===== src/shared/porsq_pkg.sv =====
// Package for the power-on reset sequencer: timing constants, states and pin bundles
package porsq_pkg;

    // Clock rate in Hz
    localparam int unsigned CLK_HZ        = 20_000_000;
    // Sequencer delays in milliseconds
    localparam int unsigned HV_DELAY_MS   = 10;
    localparam int unsigned LV_DELAY_MS   = 125;
    localparam int unsigned REL_DELAY_MS  = 125;
    // Cycles per millisecond
    localparam int unsigned CYC_PER_MS    = CLK_HZ / 1000;
    // Millisecond tick counter width
    localparam int unsigned MS_CNT_W      = 15;
    // Millisecond delay counter width
    localparam int unsigned DLY_CNT_W     = 8;
    // Reset value of the supply enables
    localparam logic        EN_RST        = 1'b0;

    // Sequencer states, one-hot
    typedef enum logic [5:0] {
        ST_OFF     = 6'h01,
        ST_WAIT_HV = 6'h02,
        ST_WAIT_LV = 6'h04,
        ST_WAIT_RL = 6'h08,
        ST_HOLD    = 6'h10,
        ST_RUN     = 6'h20
    } porsq_state_t;

    // Supply enables toward the regulators
    typedef struct packed {
        logic high_volt_supply_en;
        logic low_volt_supply_en;
    } porsq_supply_t;

endpackage : porsq_pkg


===== src/hdl/porsq_top.sv =====
// Power-on reset sequencer: supply enables, fault checks and system reset release
// Functional notes
// - Power-on sequence starts only after first power-up of the backup supply.
// - Power-on reset puts all units in the hardware-reset state.
// - Battery fault must be high for sequencing to start; the sequencer stays off until it is.
// - System reset output asserted from start of power-on reset.
// - High-voltage supply enable asserted about 10 ms after reset release.
// - Low-voltage supply enable asserted about 125 ms after high enable.
// - Supply fault sampled only after both delay timers expire.
// - System reset released about 125 ms after low enable.
// - On leaving reset, run mode starts at the reset vector.
`timescale 1ns/1ps
module porsq_top #(
    parameter int unsigned CYC_PER_MS = porsq_pkg::CYC_PER_MS
) (
    // Clock and backup-supply power-up reset
    input  wire logic                   clk,
    input  wire logic                   rst_n,
    // Pins from the power-control subsystem
    input  wire logic                   hw_rst_in_n,
    input  wire logic                   main_battery_fault_n,
    input  wire logic                   supply_fault_n,
    // Outputs to regulators and system
    output porsq_pkg::porsq_supply_t    supply_en,
    output logic                        system_rst_out_n,
    output logic                        run_mode
);
    porsq_pkg::porsq_state_t               state_q;
    logic [2:0]                            sync_q [2];
    logic                                  hw_rst_s;
    logic                                  batt_ok_s;
    logic                                  vdd_ok_s;
    logic [porsq_pkg::MS_CNT_W-1:0]        ms_cnt_q;
    logic                                  ms_tick;
    logic [porsq_pkg::DLY_CNT_W-1:0]       dly_q;
    logic                                  hv_timer_done_q;
    logic                                  lv_timer_done_q;
    logic                                  rst_seen_q;

    // Two-flop synchronisers; reset pin starts as released so only a real low arms the sequence
    always_ff @(posedge clk or negedge rst_n)
    begin
        if (!rst_n)
        begin
            sync_q[0] <= 3'h1;
            sync_q[1] <= 3'h1;
        end
        else
        begin
            sync_q[0] <= {supply_fault_n, main_battery_fault_n, hw_rst_in_n};
            sync_q[1] <= sync_q[0];
        end
    end
    assign hw_rst_s  = ~sync_q[1][0];
    assign batt_ok_s = sync_q[1][1];
    assign vdd_ok_s  = sync_q[1][2];

    // Millisecond enable divider; runs free, phase error under 1 ms
    always_ff @(posedge clk or negedge rst_n)
    begin
        if (!rst_n)
            ms_cnt_q <= '0;
        else if (ms_tick)
            ms_cnt_q <= '0;
        else
            ms_cnt_q <= ms_cnt_q + 1'b1;
    end
    assign ms_tick = (ms_cnt_q == porsq_pkg::MS_CNT_W'(CYC_PER_MS - 1));

    // Hardware reset must be seen once after power-up before the sequence can start
    always_ff @(posedge clk or negedge rst_n)
    begin
        if (!rst_n)
            rst_seen_q <= 1'b0;
        else if (hw_rst_s)
            rst_seen_q <= 1'b1;
    end

    // Sequencer; rst_n is the backup-supply power detect, everything returns to reset state
    always_ff @(posedge clk or negedge rst_n)
    begin
        if (!rst_n)
        begin
            state_q         <= porsq_pkg::ST_OFF;
            dly_q           <= '0;
            hv_timer_done_q <= 1'b0;
            lv_timer_done_q <= 1'b0;
        end
        else if (hw_rst_s)
        begin
            // Hardware reset restarts the sequence; same state as power-on
            state_q         <= porsq_pkg::ST_OFF;
            dly_q           <= '0;
            hv_timer_done_q <= 1'b0;
            lv_timer_done_q <= 1'b0;
        end
        else
        begin
            unique case (state_q)
                porsq_pkg::ST_OFF:
                begin
                    // Battery must be good to start, otherwise stay off until it turns good
                    if (rst_seen_q && batt_ok_s)
                    begin
                        state_q <= porsq_pkg::ST_WAIT_HV;
                        dly_q   <= '0;
                    end
                end
                porsq_pkg::ST_WAIT_HV:
                begin
                    if (ms_tick)
                    begin
                        if (dly_q == porsq_pkg::DLY_CNT_W'(porsq_pkg::HV_DELAY_MS - 1))
                        begin
                            state_q <= porsq_pkg::ST_WAIT_LV;
                            dly_q   <= '0;
                        end
                        else
                            dly_q <= dly_q + 1'b1;
                    end
                end
                porsq_pkg::ST_WAIT_LV:
                begin
                    if (ms_tick)
                    begin
                        if (dly_q == porsq_pkg::DLY_CNT_W'(porsq_pkg::LV_DELAY_MS - 1))
                        begin
                            state_q         <= porsq_pkg::ST_WAIT_RL;
                            hv_timer_done_q <= 1'b1;
                            dly_q           <= '0;
                        end
                        else
                            dly_q <= dly_q + 1'b1;
                    end
                end
                porsq_pkg::ST_WAIT_RL:
                begin
                    if (ms_tick)
                    begin
                        if (dly_q == porsq_pkg::DLY_CNT_W'(porsq_pkg::REL_DELAY_MS - 1))
                        begin
                            lv_timer_done_q <= 1'b1;
                            state_q         <= porsq_pkg::ST_HOLD;
                        end
                        else
                            dly_q <= dly_q + 1'b1;
                    end
                end
                porsq_pkg::ST_HOLD:
                begin
                    // Fault sampled only once both timers have run out
                    if (hv_timer_done_q && lv_timer_done_q && vdd_ok_s)
                        state_q <= porsq_pkg::ST_RUN;
                end
                porsq_pkg::ST_RUN:
                    state_q <= porsq_pkg::ST_RUN;
                default:
                    state_q <= porsq_pkg::ST_OFF;
            endcase
        end
    end

    // Outputs decoded from state; run mode releases the system reset
    always_ff @(posedge clk or negedge rst_n)
    begin
        if (!rst_n)
        begin
            supply_en.high_volt_supply_en <= porsq_pkg::EN_RST;
            supply_en.low_volt_supply_en  <= porsq_pkg::EN_RST;
            system_rst_out_n              <= 1'b0;
            run_mode                      <= 1'b0;
        end
        else
        begin
            supply_en.high_volt_supply_en <= !hw_rst_s && (state_q inside {porsq_pkg::ST_WAIT_LV,
                porsq_pkg::ST_WAIT_RL, porsq_pkg::ST_HOLD, porsq_pkg::ST_RUN});
            supply_en.low_volt_supply_en  <= !hw_rst_s && (state_q inside {porsq_pkg::ST_WAIT_RL,
                porsq_pkg::ST_HOLD, porsq_pkg::ST_RUN});
            system_rst_out_n              <= !hw_rst_s && (state_q == porsq_pkg::ST_RUN);
            run_mode                      <= !hw_rst_s && (state_q == porsq_pkg::ST_RUN);
        end
    end

    // Checks
    property p_no_start_without_batt;
        @(posedge clk) disable iff (!rst_n)
        (state_q == porsq_pkg::ST_OFF && !batt_ok_s) |=> state_q == porsq_pkg::ST_OFF;
    endproperty
    a_no_start_without_batt: assert property (p_no_start_without_batt)
        else $error("sequence started with battery fault");

    property p_lv_after_hv;
        @(posedge clk) disable iff (!rst_n)
        $rose(supply_en.low_volt_supply_en) |-> supply_en.high_volt_supply_en;
    endproperty
    a_lv_after_hv: assert property (p_lv_after_hv)
        else $error("low supply enabled before high supply");

    property p_rst_out_needs_lv;
        @(posedge clk) disable iff (!rst_n)
        system_rst_out_n |-> supply_en.low_volt_supply_en;
    endproperty
    a_rst_out_needs_lv: assert property (p_rst_out_needs_lv)
        else $error("system reset released without low supply");

    property p_hold_on_fault;
        @(posedge clk) disable iff (!rst_n)
        (state_q == porsq_pkg::ST_HOLD && !vdd_ok_s && !hw_rst_s) |=>
            (state_q == porsq_pkg::ST_HOLD && !system_rst_out_n);
    endproperty
    a_hold_on_fault: assert property (p_hold_on_fault)
        else $error("system reset released with supply fault");

    property p_ignore_fault_early;
        @(posedge clk) disable iff (!rst_n)
        // Release decision is two edges before the output rises
        $rose(system_rst_out_n) |-> $past(hv_timer_done_q && lv_timer_done_q && vdd_ok_s, 2);
    endproperty
    a_ignore_fault_early: assert property (p_ignore_fault_early)
        else $error("reset released before timers expired with supply good");

    property p_run_matches_rst;
        @(posedge clk) disable iff (!rst_n)
        run_mode == system_rst_out_n;
    endproperty
    a_run_matches_rst: assert property (p_run_matches_rst)
        else $error("run mode and reset output disagree");

    property p_hwrst_asserts_out;
        @(posedge clk) disable iff (!rst_n)
        hw_rst_s |=> !system_rst_out_n && !supply_en.high_volt_supply_en;
    endproperty
    a_hwrst_asserts_out: assert property (p_hwrst_asserts_out)
        else $error("reset output not asserted under hardware reset");

    property p_hv_rise_from_wait;
        @(posedge clk) disable iff (!rst_n)
        $rose(supply_en.high_volt_supply_en) |-> $past(state_q, 2) == porsq_pkg::ST_WAIT_HV;
    endproperty
    a_hv_rise_from_wait: assert property (p_hv_rise_from_wait)
        else $error("high supply enable rose outside its delay");

endmodule : porsq_top


===== config.mk =====
export PLATFORM = sky130hd
export DESIGN_NAME = porsq_top
export DESIGN_NICKNAME = d
export VERILOG_FILES = /design/src/shared/porsq_pkg.sv /design/src/hdl/porsq_top.sv
export SDC_FILE = /design/constraint.sdc
export NUM_CORES = 1
export LEC_CHECK = 0
export BUFFER_PORTS_ARGS = -buffer_cell sky130_fd_sc_hd__buf_2
export CAP_MARGIN = 20
export CORE_ASPECT_RATIO = 1.4
export CORE_MARGIN = 4
export CORE_UTILIZATION = 45
export DETAILED_ROUTE_END_ITERATION = 12
export PLACE_DENSITY = 0.64
export SLEW_MARGIN = 20
export SYNTH_ARGS = -nofsm -noshare
export SYNTH_HDL_FRONTEND = slang
export SYNTH_SLANG_ARGS = --single-unit

===== constraint.sdc =====
create_clock -name clk -period 2.5 [get_ports clk]
set_input_delay 0.125 -clock clk [delete_from_list [all_inputs] [get_ports clk]]
set_output_delay 0.125 -clock clk [all_outputs]
set_load 0.05 [all_outputs]

## After elaboration in Yosys (flattened, before gate mapping)

Cells that the tools add are included.

- Add/sub/neg operators: 2
- Equal/unequal tests: 23
- Mux-type cells: 26
- Reductions and logical operators: 12

Operators with widths:

| kind | count |
|---|---|
| two-way mux 8 bit | 8 |
| two-way mux 6 bit | 9 |
| one-hot mux 6 bit (6 select lines) | 1 |
| one-hot mux 8 bit (4 select lines) | 1 |
| inequality test 3 bit, second input constant | 9 |
| adder 15 x 1 -> 15 bit, second input constant | 1 |
| == test 15 bit, second input constant | 1 |
| two-way mux 15 bit | 1 |
| adder 8 x 1 -> 8 bit, second input constant | 1 |
| == test 8 x 4 -> 1 bit, second input constant | 1 |
| == test 8 x 7 -> 1 bit, second input constant | 1 |
| inequality test 2 x 1 -> 1 bit, second input constant | 4 |
| AND reduction 8 bit | 1 |
| == test 6 x 1 -> 1 bit, second input constant | 1 |
| == test 6 x 2 -> 1 bit, second input constant | 1 |
| == test 6 x 3 -> 1 bit, second input constant | 1 |
| == test 6 x 4 -> 1 bit, second input constant | 1 |
| == test 6 x 5 -> 1 bit, second input constant | 1 |
| == test 6 bit, second input constant | 1 |
| logical AND 1 bit | 6 |
| two-way mux 1 bit | 6 |
| AND reduction 3 bit | 2 |
| AND reduction 6 bit | 1 |
| inequality test 5 x 1 -> 1 bit, second input constant | 1 |
| other kinds (2) | 2 |

- Register bits: 41
- Input bits: 5

## Longest topological paths before layout

- Word-level depth: 5
- Depth in mapped cells: 8
- Gate-level depth less buffers: 8

## Worst setup path before layout

OpenSTA, ideal clock, no wires.

- Path type: register to register
- Start: register ms_cnt_q[7] (netlist bit)
- End: register state_q[1]
- Arrival time: 2.008 ns
- Path slack: 0.368 ns
- Cell stages (with the launch flop): 6
- Buffers on the path: 0
- Clock period less this slack: 2.132 ns
- Path through: dfrtp_1 -> or4_4 -> nor4_4 -> o221ai_1 -> a221oi_2 -> mux2_2

- Word-level cells in the longest chain between the ends: 3
- Elaborated cells on any way between the ends: 5
- Those cells by class: 4 x eq/ne; 1 x reduce/logical

Ends and longest elaborated chain:

| what | line | RTL |
|---|---|---|
| from (decl) | porsq_top.sv:33 | `logic [porsq_pkg::MS_CNT_W-1:0] ms_cnt_q;` |
| from (signal assigned) | porsq_top.sv:66 | `ms_cnt_q <= ms_cnt_q + 1'b1;` |
| == test 15 bit * | porsq_top.sv:68 | `assign ms_tick = (ms_cnt_q == porsq_pkg::MS_CNT_W'(CYC_PER_MS - 1));` |
| inequality test 3 bit (no line) | -- |  |
| AND reduction 8 bit (no line) * | -- |  |
| to (signal assigned) | porsq_top.sv:84 | `state_q <= porsq_pkg::ST_OFF;` |
| to (signal assigned) | porsq_top.sv:92 | `state_q <= porsq_pkg::ST_OFF;` |
| to (signal assigned) | porsq_top.sv:105 | `state_q <= porsq_pkg::ST_WAIT_HV;` |
| to (decl) | porsq_top.sv:28 | `porsq_pkg::porsq_state_t state_q;` |

Mark *: on every way between the ends. The rest lies on a longest branch, timed or not.
A chain may end at the register's enable or synchronous reset.

## Worst setup path in the final report

- Start: register ms_cnt_q[0] (netlist bit)
- End: register dly_q[4] (netlist bit)

- Word-level cells in the longest chain between the ends: 3
- Elaborated cells on any way between the ends: 5
- Those cells by class: 4 x eq/ne; 1 x reduce/logical

Ends and longest elaborated chain:

| what | line | RTL |
|---|---|---|
| == test 15 bit * | porsq_top.sv:68 |  |
| inequality test 3 bit (no line) | -- |  |
| AND reduction 6 bit (no line) * | -- |  |
| to (signal assigned) | porsq_top.sv:119 | `dly_q <= dly_q + 1'b1;` |
| to (signal assigned) | porsq_top.sv:133 | `dly_q <= dly_q + 1'b1;` |
| to (signal assigned) | porsq_top.sv:146 | `dly_q <= dly_q + 1'b1;` |
| to (decl) | porsq_top.sv:35 | `logic [porsq_pkg::DLY_CNT_W-1:0] dly_q;` |

Marked as above.

==> results.ini <==
[outcome]
outcome = completed

[sta]
worst_slew_pin_slew_ns = 0.8953
timing.final.ws_setup_ns = 0.1661
final_max_slew_viol_count = 0
timing.fmax_mhz = 428.5
finalHoldViolCount = 0
finalSetupTns_ns = 0
min_period_ns = 2.334
max_slew_margin_pct = 40.31
finalSetupViolCount = 0
finalClockSkew_ns = 0.004603
rsz0062_at_grt = no
min_period_over_period_pct = 93.35
fin_hold_ws_ns = 0.3565

[clock_network]
clkTransAtPathRegs_ns = 0.08
post_cts_buffers = 0
htree_num_levels = 2
clockBufferDepth = 2
cts_tree = done
cts_sinks = 41
cts-root-buf = clkbuf_8
clk-insertion-delay-late_ns = 0.29
cts-buffers-inserted = 5
ctsResizeCount = 0
hold_buffers = 4

[critical_path]
slowest_stage = dfrtp_1
critPathKind = register to register
crit_path_max_fanout = 10
crit_chain = ha_1 -> nand4_1 -> nor4_4 -> buf_4 -> o2111ai_4 -> a31oi_4 -> o21ai_1 -> a22o_1
slowest_delay_ns = 0.40
cp-end-kind = register
reg2reg_depth = 8
startpoint_type = register
startpoint = ms_cnt_q[0]
rr_startpoint = ms_cnt_q[0]
cp.arrival_ns = 2.51
r2r_end = dly_q[4]
cp.required_ns = 2.68
setup.worst_path.end = dly_q[4]
r2r_slack_ns = 0.17

[layout]
drive_gt1_share_pct = 18.05
nNetsFinal = 213
fin_util_pct = 53.69
area_growth_pct = 13.71
nFillCells = 386
diodes = 0

[route]
drt-vias-per-instance = 5.472
drtAntennaViolNets = 0
firstDrtPassIters = 4
drtIter0Drc = 85
routed_wl_um = 3816
vias = 1450
drc = 0
wl_per_cell_um = 14.40

[yosys]
synth.avg_cell_area_um2 = 11.06
yosysTopAreaCell = dfrtp_1
synth_edf_count = 0
synth_top_flop_cell = dfrtp_1
synth_cell_types = 49
synthMuxAreaShare_pct = 2.153
netlist_area_um2 = 2034
synth_compound_area_share_pct = 12.67
yosys-top-cells-area = dfrtp_1, dfstp_2, xnor2_1, a22o_1, xor2_1
ys_seq_elements = 41
synth_top_area_share_pct = 46.74
synth_top_family_by_area = simple AND/OR/NAND/NOR gates
synth-simple-area-share_pct = 23.06
ys_seq_area_share_pct = 50.62
synthArstFlopShare_pct = 100.0
synthCells = 184
synthXorXnorAreaFrac_pct = 6.458
yosysWarnings = 0
yosys.area_share.adder_pct = 2.460
synth_fp_nets = 193

[run]
drv_cap = 0

[global_routing]
grt_max_degree = 42
first_global_vias = 1456
grt_pass1_wl_um = 6844
grtUsageTotal_pct = 15.49
grt_overflow = 0
antenna_found_initial = 0

[power]
p_leak_nw = 1.102
clkPwrFrac_pct = 34.8
combPwrFrac_pct = 18.9
seqPwrFrac_pct = 46.3
p_per_area_nw_per_um2 = 676.7
swShare_pct = 26.78
vdd_drop_max_v = 0.0003203
p_sw_w = 0.0004193
finalPower_w = 0.001565
internal_power_w = 0.001146

[placement]
portBuffers = 8
gp_congestion = 0.8919
pre_cts_slack_ns = 0.1889
dpl.hpwl_um = 2784

[floorplan]
initial_utilization_pct = 47.21
die-area_um2 = 5676
die_y_um = 87.56
coreArea_um2 = 4309
die_w_um = 64.83
ioPinCount = 9
rows = 28

[hold_path]
min-delay-path-class = register to register

worst min-delay path by stage:
stage                     depth (start not counted)        end  slack, ns            from
after detailed placement                          1  sync_q[5]       0.24  supply_fault_n
after global placement                            1  sync_q[3]       0.23     hw_rst_in_n
final                                             0  sync_q[0]       0.36       sync_q[3]
after floorplan                                   0  batt_ok_s      -0.17           rst_n
after CTS                                         0  sync_q[0]       0.36       sync_q[3]
after global routing                              0  sync_q[0]       0.36       sync_q[3]
critical path: cells and delay by family, from the launching register on:
family	cells	cell delay [ns]
and+or+nand+nor	2	0.54
buffers and inverters	1	0.24
AOI/OAI and AO/OA	4	0.82
adders and majority gates	1	0.22
DFF	1	0.40
logic make-up after synthesis:
| group | after synthesis |
|---|---|
| and+or+nand+nor | 80 |
| DFF | 41 |
| AOI/OAI and AO/OA | 29 |
| xor gates and xnor gates | 15 |
| buffers and inverters | 11 |
| muxes | 4 |
| adders and majority gates | 4 |
placed cells by master, fill, tap and decap left out, drive strengths merged, types with 6 or more instances in the layout:
cell	instances
nor2b	8
a22o	7
o21ai	8
nand3	9
nand2	16
buf	12
nor2	17
xnor2	8
dfrtp	38
inv	8
xor2	7
and3	6
clkbuf	7
cells in the mapped netlist (2+ instances only):
cell type,count
dfrtp_1,38
nand2_1,16
nor2_1,16
nand3_1,9
inv_1,8
nor2b_1,8
xnor2_1,8
a22o_1,7
xor2_1,7
and3_1,6
o21ai_1,6
ha_1,4
nand4_1,4
nor3_1,4
dfstp_2,3
mux2_2,3
a21o_1,2
and2_1,2
o211ai_1,2
o21ai_0,2
flip-flops by register name, indices dropped and copies added (netlist names):
signal	flops
batt_ok_s	1
dly_q	8
hv_timer_done_q	1
lv_timer_done_q	1
ms_cnt_q	15
rst_seen_q	1
run_mode	1
state_q	6
supply_en	2
sync_q	5
stage by stage:
step	cells	instance area, µm²
finish	265	2313
floorplan	184	2034
detailed placement	253	2157
global placement	253	2157
global route	265	2313
CTS	265	2313
power groups by stage:
stage	Combinational (W)	Clock (W)	Sequential, W
after global routing	0.000323	0.000594	0.000728
after global placement	0.000281	0	0.000736
after detailed placement	0.000287	0	0.000737
final	0.000296	0.000545	0.000725
after CTS	0.000294	0.000560	0.000725
after floorplan	0.000210	0	0.000728
layer usage:
layer | wire length, µm | up-vias | global-route usage [%]
met1 | 1713 | 718 | 19.70
met2 | 1930 | 27 | 25.61
met5 | 0 | - | 0
li1 | - | 696 | -
met4 | 64 | 0 | 6.538
met3 | 107 | 9 | 3.209
cell type report:
| type | count | area, µm² | area share, % |
|---|---|---|---|
| well taps | 60 | 75.07 | 3.245 |
| clock buffers | 7 | 86.33 | 3.732 |
| multi-input cells | 132 | 952.2 | 41.16 |
| inverters | 8 | 30.03 | 1.298 |
| repair buffers | 16 | 110.1 | 4.759 |
| flip-flops and latches | 41 | 1030 | 44.51 |
| clock inverters | 1 | 30.03 | 1.298 |
(Power assumes the default switching activity.)
